<file path="src/inc/sys_clk_pkg.sv">
package sys_clk_pkg;
    // Register map of the documented I/O word space
    localparam logic [15:0] PROBE_SOURCE_ADDR = 16'h1C24;
    localparam int PROBE_SOURCE_LSB = 0;
    localparam int PROBE_SOURCE_W = 4;
    localparam logic [3:0] PROBE_SOURCE_RESET = 4'hB;
    localparam int IO_DATA_W = 16;

    // Divider and multiplier field widths and ratio offsets
    localparam int REFDIV_W = 12;
    localparam int REFDIV_OFFSET = 4;
    localparam int FACTOR_W = 12;
    localparam int OUTDIV_W = 7;
    localparam int OUTDIV_OFFSET = 1;

    // Reset values of control state
    localparam logic PLL_POWER_DOWN_RESET = 1'b1;
    localparam logic PROBE_DRIVER_OFF_RESET = 1'b0;

    // Select handover waits this many falling edges of the new clock
    localparam logic [1:0] HANDOVER_SYNC_EDGES = 2'h2;

    // Lock wait
    localparam int CLK_PERIOD_PS = 5000;
    localparam int LOCK_TIME_US = 4000;
    // Worked out in 64 bits: the wait in picoseconds does not fit an int
    localparam longint LOCK_PS = longint'(LOCK_TIME_US) * 1000000;
    localparam int LOCK_CYCLES = int'((LOCK_PS + CLK_PERIOD_PS - 1) / CLK_PERIOD_PS);

    // Debug probe source codes
    localparam logic [3:0] PROBE_HIGH = 4'h1;
    localparam logic [3:0] PROBE_LOW_A = 4'h3;
    localparam logic [3:0] PROBE_LOW_B = 4'h5;
    localparam logic [3:0] PROBE_USB_A = 4'h7;
    localparam logic [3:0] PROBE_SAR = 4'h9;
    localparam logic [3:0] PROBE_SYSTEM = 4'hB;
    localparam logic [3:0] PROBE_RESERVED = 4'hD;
    localparam logic [3:0] PROBE_USB_B = 4'hF;

    typedef enum logic [1:0] {
        MUX_BYPASS = 2'b00,
        MUX_TO_PLL = 2'b01,
        MUX_PLL = 2'b10,
        MUX_TO_BYPASS = 2'b11
    } mux_state_e;
endpackage : sys_clk_pkg

</file>
<file path="src/inc/clk_div_if.sv">
`timescale 1ns/10ps
interface clk_div_if #(parameter int W = 8);
    logic src;
    logic en;
    logic [W-1:0] ratio;
    logic out;
    modport ctrl (output src, output en, output ratio, input out);
    modport div (input src, input en, input ratio, output out);
endinterface : clk_div_if

</file>
<file path="src/hdl/clock_divider.sv">
`timescale 1ns/10ps
module clock_divider #(
    parameter int W = 8,
    parameter int OFFSET = 1
) (
    // Clock and reset
    input wire logic i_clk,
    input wire logic i_rst_b,
    // Divider link
    clk_div_if.div link
);
    generate
        if (W < 1 || OFFSET < 1)
        begin : g_bad_param
            $error("clock_divider: W and OFFSET must be at least 1");
        end
    endgenerate

    logic src_prev;
    logic [W:0] cnt;
    wire logic rise = link.src & ~src_prev;
    wire logic [W:0] divisor = {1'b0, link.ratio} + (W+1)'(OFFSET);
    wire logic [W:0] half = divisor >> 1;
    wire logic wrap = (cnt >= divisor - (W+1)'(1));
    wire logic [W:0] next_cnt = wrap ? '0 : cnt + (W+1)'(1);
    wire logic passthrough = ~link.en | (divisor == (W+1)'(1));
    // Odd divisors above one give a shorter high than low phase
    wire logic next_out = passthrough ? link.src : (rise ? (next_cnt < half) : link.out);

    always_ff @(posedge i_clk or negedge i_rst_b)
    begin
        if (!i_rst_b)
        begin
            src_prev <= 1'b0;
            cnt <= '0;
            link.out <= 1'b0;
        end
        else
        begin
            src_prev <= link.src;
            if (rise)
                cnt <= next_cnt;
            link.out <= next_out;
        end
    end
endmodule : clock_divider

</file>
<file path="src/hdl/system_clock_generator.sv">
`timescale 1ns/10ps
module system_clock_generator #(
    parameter int LOCK_CYCLES = sys_clk_pkg::LOCK_CYCLES
) (
    // Clock and reset
    input wire logic i_clk,
    input wire logic i_rst_b,
    // Clock sources, sampled as levels
    input wire logic i_external_clock_pin,
    input wire logic i_rtc_clock,
    input wire logic i_pll_output_clock,
    input wire logic i_usb_pll_clock,
    input wire logic i_sar_clock,
    input wire logic i_source_strap_pin,
    // Control bits
    input wire logic i_pll_path_select,
    input wire logic i_pll_power_down,
    input wire logic i_refdiv_skip,
    input wire logic [sys_clk_pkg::REFDIV_W-1:0] i_refdiv_ratio,
    input wire logic [sys_clk_pkg::FACTOR_W-1:0] i_pll_feedback_factor,
    input wire logic i_outdiv_use,
    input wire logic [sys_clk_pkg::OUTDIV_W-1:0] i_outdiv_ratio,
    input wire logic i_probe_driver_off,
    // I/O word port
    input wire logic [15:0] i_io_addr,
    input wire logic [sys_clk_pkg::IO_DATA_W-1:0] i_io_wdata,
    input wire logic i_io_we,
    input wire logic i_io_re,
    output logic [sys_clk_pkg::IO_DATA_W-1:0] o_io_rdata,
    // Analogue PLL control
    output logic o_pll_power_down,
    output logic [sys_clk_pkg::FACTOR_W-1:0] o_pll_feedback_factor,
    output logic o_pll_input_clock,
    // Status
    output logic o_strap_state_bit,
    output logic o_pll_lock_done,
    output logic o_pll_mode_active,
    // Clocks out
    output logic o_system_clock,
    output logic o_debug_clock_pin,
    output logic o_debug_clock_oe_b
);
    generate
        if (LOCK_CYCLES < 1)
        begin : g_bad_lock
            $error("system_clock_generator: LOCK_CYCLES must be at least 1");
        end
    endgenerate

    clk_div_if #(.W(sys_clk_pkg::REFDIV_W)) refdiv_link ();
    clk_div_if #(.W(sys_clk_pkg::OUTDIV_W)) outdiv_link ();

    logic strap;
    logic strap_caught;
    logic [sys_clk_pkg::PROBE_SOURCE_W-1:0] probe_source_field;
    logic [31:0] lock_cnt;
    logic en_bypass;
    logic en_pll;
    logic [1:0] sync_cnt;
    logic byp_prev;
    logic pll_prev;
    sys_clk_pkg::mux_state_e state;
    sys_clk_pkg::mux_state_e next_state;

    // Reference clock and dividers
    wire logic reference_clock = strap ? i_external_clock_pin : i_rtc_clock;
    assign refdiv_link.src = reference_clock;
    assign refdiv_link.en = ~i_refdiv_skip;
    assign refdiv_link.ratio = i_refdiv_ratio;
    assign outdiv_link.src = i_pll_output_clock;
    assign outdiv_link.en = i_outdiv_use;
    assign outdiv_link.ratio = i_outdiv_ratio;

    clock_divider #(.W(sys_clk_pkg::REFDIV_W), .OFFSET(sys_clk_pkg::REFDIV_OFFSET)) u_refdiv (
        .i_clk(i_clk),
        .i_rst_b(i_rst_b),
        .link(refdiv_link)
    );

    clock_divider #(.W(sys_clk_pkg::OUTDIV_W), .OFFSET(sys_clk_pkg::OUTDIV_OFFSET)) u_outdiv (
        .i_clk(i_clk),
        .i_rst_b(i_rst_b),
        .link(outdiv_link)
    );

    // Glitch-free handover between the two candidate clocks
    wire logic byp_clk = reference_clock;
    wire logic pll_clk = outdiv_link.out;
    wire logic byp_fall = byp_prev & ~byp_clk;
    wire logic pll_fall = pll_prev & ~pll_clk;
    // Failsafe: a powered-down PLL is never switched to, and is left once its clock is low
    wire logic want_pll = i_pll_path_select & ~o_pll_power_down;
    wire logic handover_synced = (sync_cnt == sys_clk_pkg::HANDOVER_SYNC_EDGES);

    always_comb
    begin
        next_state = state;
        unique case (state)
            sys_clk_pkg::MUX_BYPASS:
                if (want_pll && !byp_clk)
                    next_state = sys_clk_pkg::MUX_TO_PLL;
            sys_clk_pkg::MUX_TO_PLL:
                // Power-down or deselect mid-handover falls back to bypass
                if (!want_pll)
                    next_state = sys_clk_pkg::MUX_TO_BYPASS;
                else if (handover_synced && !pll_clk)
                    next_state = sys_clk_pkg::MUX_PLL;
            sys_clk_pkg::MUX_PLL:
                if (!want_pll && !pll_clk)
                    next_state = sys_clk_pkg::MUX_TO_BYPASS;
            sys_clk_pkg::MUX_TO_BYPASS:
                if (handover_synced && !byp_clk)
                    next_state = sys_clk_pkg::MUX_BYPASS;
        endcase
    end

    wire logic next_en_bypass = (next_state == sys_clk_pkg::MUX_BYPASS);
    wire logic next_en_pll = (next_state == sys_clk_pkg::MUX_PLL);
    wire logic new_clk_fall = (state == sys_clk_pkg::MUX_TO_PLL) ? pll_fall : byp_fall;
    wire logic in_handover = (state == sys_clk_pkg::MUX_TO_PLL) || (state == sys_clk_pkg::MUX_TO_BYPASS);
    wire logic [1:0] next_sync_cnt = (!in_handover || (next_state != state)) ? 2'h0 :
        ((new_clk_fall && !handover_synced) ? sync_cnt + 2'h1 : sync_cnt);
    // Enables only change while the gated clock is low
    wire logic next_system_clock = (byp_clk & en_bypass) | (pll_clk & en_pll);

    always_ff @(posedge i_clk or negedge i_rst_b)
    begin
        if (!i_rst_b)
        begin
            state <= sys_clk_pkg::MUX_BYPASS;
            en_bypass <= 1'b1;
            en_pll <= 1'b0;
            sync_cnt <= 2'h0;
            byp_prev <= 1'b0;
            pll_prev <= 1'b0;
            o_system_clock <= 1'b0;
            o_pll_mode_active <= 1'b0;
        end
        else
        begin
            state <= next_state;
            en_bypass <= next_en_bypass;
            en_pll <= next_en_pll;
            sync_cnt <= next_sync_cnt;
            byp_prev <= byp_clk;
            pll_prev <= pll_clk;
            o_system_clock <= next_system_clock;
            o_pll_mode_active <= next_en_pll;
        end
    end

    // Strap capture after reset release
    always_ff @(posedge i_clk or negedge i_rst_b)
    begin
        if (!i_rst_b)
        begin
            strap <= 1'b0;
            strap_caught <= 1'b0;
            o_strap_state_bit <= 1'b0;
        end
        else if (!strap_caught)
        begin
            strap <= i_source_strap_pin;
            strap_caught <= 1'b1;
            o_strap_state_bit <= i_source_strap_pin;
        end
    end

    // Power control and fixed lock wait
    wire logic lock_reached = (lock_cnt >= 32'(LOCK_CYCLES));

    always_ff @(posedge i_clk or negedge i_rst_b)
    begin
        if (!i_rst_b)
        begin
            o_pll_power_down <= sys_clk_pkg::PLL_POWER_DOWN_RESET;
            o_pll_feedback_factor <= '0;
            lock_cnt <= 32'h0;
            o_pll_lock_done <= 1'b0;
        end
        else
        begin
            o_pll_power_down <= i_pll_power_down;
            o_pll_feedback_factor <= i_pll_feedback_factor;
            if (o_pll_power_down)
                lock_cnt <= 32'h0;
            else if (!lock_reached)
                lock_cnt <= lock_cnt + 32'h1;
            o_pll_lock_done <= ~o_pll_power_down & lock_reached;
        end
    end

    assign o_pll_input_clock = refdiv_link.out;

    // Probe source register on the I/O word port
    wire logic probe_hit = (i_io_addr == sys_clk_pkg::PROBE_SOURCE_ADDR);
    wire logic [sys_clk_pkg::IO_DATA_W-1:0] probe_read =
        {{(sys_clk_pkg::IO_DATA_W-sys_clk_pkg::PROBE_SOURCE_W){1'b0}}, probe_source_field};
    wire logic [sys_clk_pkg::IO_DATA_W-1:0] next_io_rdata = (i_io_re && probe_hit) ? probe_read : '0;

    always_ff @(posedge i_clk or negedge i_rst_b)
    begin
        if (!i_rst_b)
        begin
            probe_source_field <= sys_clk_pkg::PROBE_SOURCE_RESET;
            o_io_rdata <= '0;
        end
        else
        begin
            if (i_io_we && probe_hit)
                probe_source_field <= i_io_wdata[sys_clk_pkg::PROBE_SOURCE_LSB +: sys_clk_pkg::PROBE_SOURCE_W];
            o_io_rdata <= next_io_rdata;
        end
    end

    // Debug probe source selection, no glitch suppression
    logic next_debug_clock;

    always_comb
    begin
        unique case (probe_source_field)
            sys_clk_pkg::PROBE_HIGH: next_debug_clock = 1'b1;
            sys_clk_pkg::PROBE_LOW_A, sys_clk_pkg::PROBE_LOW_B: next_debug_clock = 1'b0;
            sys_clk_pkg::PROBE_USB_A, sys_clk_pkg::PROBE_USB_B: next_debug_clock = i_usb_pll_clock;
            sys_clk_pkg::PROBE_SAR: next_debug_clock = i_sar_clock;
            sys_clk_pkg::PROBE_SYSTEM: next_debug_clock = o_system_clock;
            sys_clk_pkg::PROBE_RESERVED: next_debug_clock = 1'b0;
            default: next_debug_clock = i_pll_output_clock;
        endcase
    end

    always_ff @(posedge i_clk or negedge i_rst_b)
    begin
        if (!i_rst_b)
        begin
            o_debug_clock_pin <= 1'b0;
            o_debug_clock_oe_b <= sys_clk_pkg::PROBE_DRIVER_OFF_RESET;
        end
        else
        begin
            o_debug_clock_pin <= next_debug_clock;
            o_debug_clock_oe_b <= i_probe_driver_off;
        end
    end
endmodule : system_clock_generator

</file>
<file path="config.mk">
export PLATFORM = sky130hd
export DESIGN_NAME = system_clock_generator
export DESIGN_NICKNAME = d
export VERILOG_FILES = /design/src/inc/sys_clk_pkg.sv /design/src/inc/clk_div_if.sv /design/src/hdl/clock_divider.sv /design/src/hdl/system_clock_generator.sv
export SDC_FILE = /design/constraint.sdc
export NUM_CORES = 1
export LEC_CHECK = 0
export BUFFER_PORTS_ARGS = -buffer_cell sky130_fd_sc_hd__buf_2
export CORE_MARGIN = 5
export CORE_UTILIZATION = 45
export DETAILED_ROUTE_END_ITERATION = 8
export PLACE_DENSITY = 0.65
export RECOVER_POWER = 100
export SKIP_LAST_GASP = 1
export SLEW_MARGIN = 30
export SYNTH_ARGS = -nofsm -noshare
export SYNTH_HDL_FRONTEND = slang
export SYNTH_SLANG_ARGS = --single-unit
</file>
<file path="constraint.sdc">
create_clock -name i_clk -period 4.4 [get_ports i_clk]
set_input_delay 0.66 -clock i_clk [delete_from_list [all_inputs] [get_ports i_clk]]
set_output_delay 0.66 -clock i_clk [all_outputs]
set_load 0.03 [all_outputs]
</file>
# Yosys cells after proc, flatten, opt, wreduce, memory -nomap -nowiden
# Cells that the tools add are included.
# W data, S select, Z words.
dict set report word_totals {
  elab_cells 111
  out_inout_bits 36
  latchBits 0
  mem_bits_ro 0
  ram_bits 0
  register_bits 91
  input_bits 78
  n_memories 0
}
dict set report classes {
  n_lt_le_gt_ge 5
  add_sub_neg 8
  multipliers 0
  eq_ne 18
  n_bitwise 17
  muxes 20
  n_reduce_logical 21
  div 0
  shift 0
}
# operator n
set ops {}
lappend ops {{$mux W32} 2}
lappend ops {{$add A32 B1 Y32 const B} 1}
lappend ops {{$ge A32 B20 Y1 const B} 1}
lappend ops {{$eq A16 B13 Y1 const B} 1}
lappend ops {{$eq A4 B4 Y1 const B} 4}
lappend ops {{$mux W2} 7}
lappend ops {{$add A12 B3 Y13 const B} 1}
lappend ops {{$add A13 B1 Y13 const B} 1}
lappend ops {{$eq A13 B1 Y1 const B} 1}
lappend ops {{$ge A13 B13 Y1} 1}
lappend ops {{$lt A13 B12 Y1} 1}
lappend ops {{$mux W13} 1}
lappend ops {{$sub A13 B1 Y13 const B} 1}
lappend ops {{$add A7 B1 Y8 const B} 1}
lappend ops {{$add A8 B1 Y8 const B} 1}
lappend ops {{$and A1 B1 Y1} 8}
lappend ops {{$eq A2 B2 Y1 const B} 4}
lappend ops {{$eq A4 B3 Y1 const B} 2}
lappend ops {{$eq A8 B1 Y1 const B} 1}
lappend ops {{$ge A8 B8 Y1} 1}
lappend ops {{$lt A8 B7 Y1} 1}
lappend ops {{$mux W8} 1}
lappend ops {{$pmux W2 S4} 1}
lappend ops {{$sub A8 B1 Y8 const B} 1}
lappend ops {{other kinds (18)} 44}

# Longest topological paths before layout
dict set report logic_depth {
  word_depth 9
  mapped_depth 23
  mapped_depth_nobuf 20
}

# Modules after synthesis
# From an unflattened synthesis, not the netlist that was laid out.
dict set report unflattened {
  hier_cells 647
  area_unflattened_um2 6078.3
}
# module seq_area_each_um2 area_per_inst_um2 cells_per_inst n_inst
set by_module_without_submodules {}
lappend by_module_without_submodules {system_clock_generator 1682.9 2904.0 265 1}
lappend by_module_without_submodules {{clock_divider at u_refdiv} 375.4 1985.7 238 1}
lappend by_module_without_submodules {{clock_divider at u_outdiv} 250.2 1188.6 144 1}

# Worst setup path after synthesis
# OpenSTA, ideal clock, no wires.
dict set report synth_timing {
  kind {in2reg}
  start {input port i_refdiv_ratio[2] (netlist bit)}
  end {register u_refdiv.link.out}
  cell_stages 23
  slack_ns -0.463
  n_path_buf 3
  setup_time_ns 0.080
  required_time_ns 4.320
  arrival_ns 4.783
  path_cell_list {ha_1 -> buf_2 -> and4_1 -> and2_1 -> or4_1 -> o21ai_1 -> nand3_1 -> xnor2_1 -> ha_1 -> and4_1 -> and2_1 -> nand2_1 -> o21ai_1 -> clkbuf_1 -> clkbuf_1 -> nor2_1 -> ha_1 -> a21o_1 -> nand3_1 -> a21oi_1 -> o41ai_1 -> o221ai_1 -> mux2i_1}
}
dict set report synth_between {
  elab_chain_len 7
  elab_cells_between_ends 10
  classes_between {add/sub (2); order compare (2); eq/ne (1); mux (3); bitwise (1); reduce/logical (1)}
}
# element line_no
set synth_rtl {}
lappend synth_rtl {{from (decl)} system_clock_generator.sv:19} ;# input wire logic [sys_clk_pkg::REFDIV_W-1:0] i_refdiv_ratio,
lappend synth_rtl {{$add A12 B3 Y13} clock_divider.sv:22} ;# wire logic [W:0] divisor = {1'b0, link.ratio} + (W+1)'(OFFSET);
lappend synth_rtl {{$sub A13 B1 Y13} clock_divider.sv:24} ;# wire logic wrap = (cnt >= divisor - (W+1)'(1));
lappend synth_rtl {{$ge A13 B13 Y1} clock_divider.sv:24}
lappend synth_rtl {{$mux W13} clock_divider.sv:25} ;# wire logic [W:0] next_cnt = wrap ? '0 : cnt + (W+1)'(1);
lappend synth_rtl {{net u_refdiv.next_cnt[6]} clock_divider.sv:25}
lappend synth_rtl {{$lt A13 B12 Y1} clock_divider.sv:28} ;# wire logic next_out = passthrough ? link.src : (rise ? (next_cnt < half) : link.out);
lappend synth_rtl {{$mux W1 (2 in a row)} clock_divider.sv:28}
lappend synth_rtl {{to (signal assigned)} clock_divider.sv:43} ;# link.out <= next_out;
lappend synth_rtl {{to (decl)} clk_div_if.sv:8} ;# modport div (input src, input en, input ratio, output out);
# The timed path passes the listed nets, and every way through them passes these cells. The select of a mux whose other input is x is not followed.
# A chain may end at the register's enable or synchronous reset.

# Final worst setup path
# Ends and elaborated chain as after synthesis.

==> qor.yml <==
outcome:
  status: "complete, but fails checks"
  violations: "max-capacitance violations, max-slew violations"
setup_path:
  r2r_setup_slack_ns: 1.37
  r2r_start: "u_refdiv.cnt[10]"
  crit_buf_inv: 3
  arrival_ns: 4.50
  slowest_delay_ns: 0.54
  critPathCaptureType: "flop"
  rr_worst_depth: 15
  start_kind: "input port"
  path_delay_family: "simple AND/OR/NAND/NOR gates"
  criticalPathCategory: "in2reg"
  cpMaxStageDelayCell: "or4_4"
  worstPathRequired_ns: 4.66
  crit_fanout: 7
  worstPathCellList: "buf_2 > ha_4 > and4_4 > and2_4 > or4_4 > o21ai_4 > nand3_2 > xnor2_1 > ha_1 > and4_4 > and2_1 > a221oi_2 > o21ai_2 > buf_6 > buf_4 > nor2_1 > ha_1 > nand4_1 > nor2_1 > and3_1 > o21ai_1 > o221ai_1 > mux2i_1"
  reg2reg_to: "u_refdiv.link.out"
clocking:
  clock_latency_ns: 0.33
  cts_num_sinks: 91
  clock_path_buffers: 2
  clk_pin_slew_ns: 0.07
  numCtsBuffers: 9
  cts_max_level: 3
  clockRootBuffer: "clkbuf_16"
  cts_tree: "built"
route:
  final_antenna_net_count: 0
  vias_per_cell: 5.14
  drc: 0
  vias: 4758
  routed_wl_um: 12600
  drt_pass1_iterations: 4
  post_drt_wl_per_cell_um: 13.6
  drtIter0Drc: 223
synthesis:
  synth_edf_count: 0
  synth.top_cell.area_share_pct: 36.6
  synth_top_area_cell: "dfrtp_1"
  ys_seq_elements: 91
  ys_seq_area_share_pct: 38.8
  netlist_area_um2: 5880
  yosys.cell_types.count: 58
  synth.avg_cell_area_um2: 9.26
  syn-instance-count: 635
  synthTopCellsByArea: "dfrtp_1 (37%), ha_1 (11%), xnor2_1 (7.0%)"
  yosysWarnings: 0
  synthArstFlopShare_pct: 100
  synthTopCellsByCount: "dfrtp_1 (86), nor2_1 (70), ha_1 (50), nand2_1 (47), xnor2_1 (47)"
  yosysMostFrequentCell: "dfrtp_1"
  synthFlopType: "dfrtp_1"
final_layout:
  fill_cells: 1222
  multi_input_area_um2: 3400
  drive_gt1_share_pct: 19.3
  syn_to_final_growth_pct: 19.1
  nNetsFinal: 876
  stdcell_count: 925
  antenna_cells: 0
  seq_area_um2: 2280
place:
  dp.cells: 907
  dpl.hpwl_um: 9700
  place.gp.congestion: 0.856
  place_ws_ns: -0.355
  portBuffers: 89
worst_hold_path:
  min_to: "o_pll_feedback_factor[1]"
  hold_path_depth: 1
  hold_path_class: "in2reg"
  min_from: "i_pll_feedback_factor[1]"
die:
  initial_core_util_pct: 46.2
  die_w_um: 124
  die_h_um: 124
  dieArea_um2: 15500
  pin_count: 114
  row_count: 41
  core_area_um2: 12700
timing:
  finalCritPeriodShare_pct: 96.4
  drv_slew: 57
  fin_ws_ns: 0.159
  final.min_clock_period_ns: 4.24
  finalSetupTns_ns: 0
  worst_pin_slew_ns: 2.91
  hold_viol_final: 0
  skew_ns: 0.00710
  max_slew_margin_pct: -94.1
  setup_viol: 0
  max_freq_ghz: 0.236
power:
  power_w: 0.00250
  cellPowerDensity_nw_per_um2: 357
  vdd_drop_max_uv: 229
  p_leak_nw: 3.24
global_routing:
  grt_pass1_vias: 4743
  grt_use_total_pct: 15.9
  grt_pass1_wl_um: 21400
  antenna_found_initial: 0
  grt_max_degree: 57
  overflow: 0
job:
  max-cap-violations: 1
-- cells in the final DEF (no fill, tap or decap), drive strengths merged, types with 5 or more instances in the layout --
master,instances
nand2,47
mux2,6
nand2b,8
a21oi,22
dfrtp,86
inv,28
a21o,8
ha,50
o21a,5
nor4,15
nand3,25
clkbuf,38
buf,98
o21ai,26
and2,13
nor2b,17
nor3,14
xnor2,47
dfstp,5
nand4,11
and3,10
conb,13
a22o,11
xor2,17
mux2i,5
nor2,70
o31ai,9
-- cell families after synthesis --
| kind of cell | after synthesis | synth area share, % |
|---|---|---|
| simple gates | 250 | 22.2 |
| compound gates | 104 | 11.7 |
| flops | 91 | 38.8 |
| xor+xnor | 64 | 9.53 |
| buf+inv | 63 | 4.94 |
| fa+ha+maj | 50 | 10.6 |
| mux | 11 | 2.00 |
| other cells | 2 | 0.128 |
-- metal layers --
layer	track usage (%)	wire length [um]
met1	20.1	5570
met2	28.4	6480
met3	2.49	385
met4	4.26	144
met5	0	0
-- registers in the layout (all words and copies together) (netlist names), 2 cells and up --
signal	count
probe_source_field	4
u_outdiv.cnt	8
o_pll_feedback_factor	12
u_refdiv.cnt	13
lock_cnt	32
sync_cnt	2
o_io_rdata	4
state	2
-- worst max path at each step --
stage | depth (start not counted) | from | endpoint | slack (ns)
finish | 23 | i_refdiv_ratio[2] | u_refdiv.link.out | 0.16
global placement | 22 | i_refdiv_ratio[2] | u_refdiv.link.out | -0.23
detailed placement | 22 | i_refdiv_ratio[2] | u_refdiv.link.out | -0.36
floorplan | 23 | i_refdiv_ratio[2] | u_refdiv.link.out | -0.29
global route | 24 | i_refdiv_ratio[2] | u_refdiv.link.out | -0.08
CTS | 22 | i_refdiv_ratio[2] | u_refdiv.link.out | 0.02
-- what timing repair did --
action	4_1_cts	5_1_grt
pin swaps	0	5
buffers inserted	0	1
resized for setup	1	12
gates cloned	0	1
setup endpoints to repair	1	1
hold buffers	0	0
-- layout make-up --
class / count / share of cell area [%]
sequential: 91 / 32.6
multi-input combinational: 492 / 48.5
clock buffer: 10 / 3.41
inverter: 28 / 1.50
timing repair buffer: 126 / 9.79
clock inverter: 6 / 1.09
tap: 172 / 3.07
-- power breakdown --
group	leakage [nW]	internal, W	switching [W]
Combinational	1.92	0.000305	0.000390
Clock	0.151	0.000461	0.000317
Sequential	1.17	0.000920	0.000108
-- metrics by stage --
step	cell area (um2)	util (%)	hold WS (ns)
6_report	7010	55.1	0.425
5_1_grt	7010	55.1	0.405
4_1_cts	7010	55.1	0.398
3_5_place_dp	6690	52.6	0.489
3_3_place_gp	6690	52.6	0.483
2_1_floorplan	5970	-	0.364
-- worst register-to-register path: stages (launching register included) --
cell	delay, ns
dfrtp_1	0.45
ha_1	0.35
and4_4	0.21
and2_1	0.18
a221oi_2	0.29
o21ai_2	0.11
buf_6	0.15
buf_4	0.15
nor2_1	0.11
ha_1	0.24
nand4_1	0.08
nor2_1	0.06
and3_1	0.18
o21ai_1	0.14
o221ai_1	0.13
mux2i_1	0.15
Power figures use the tool's default switching activity.
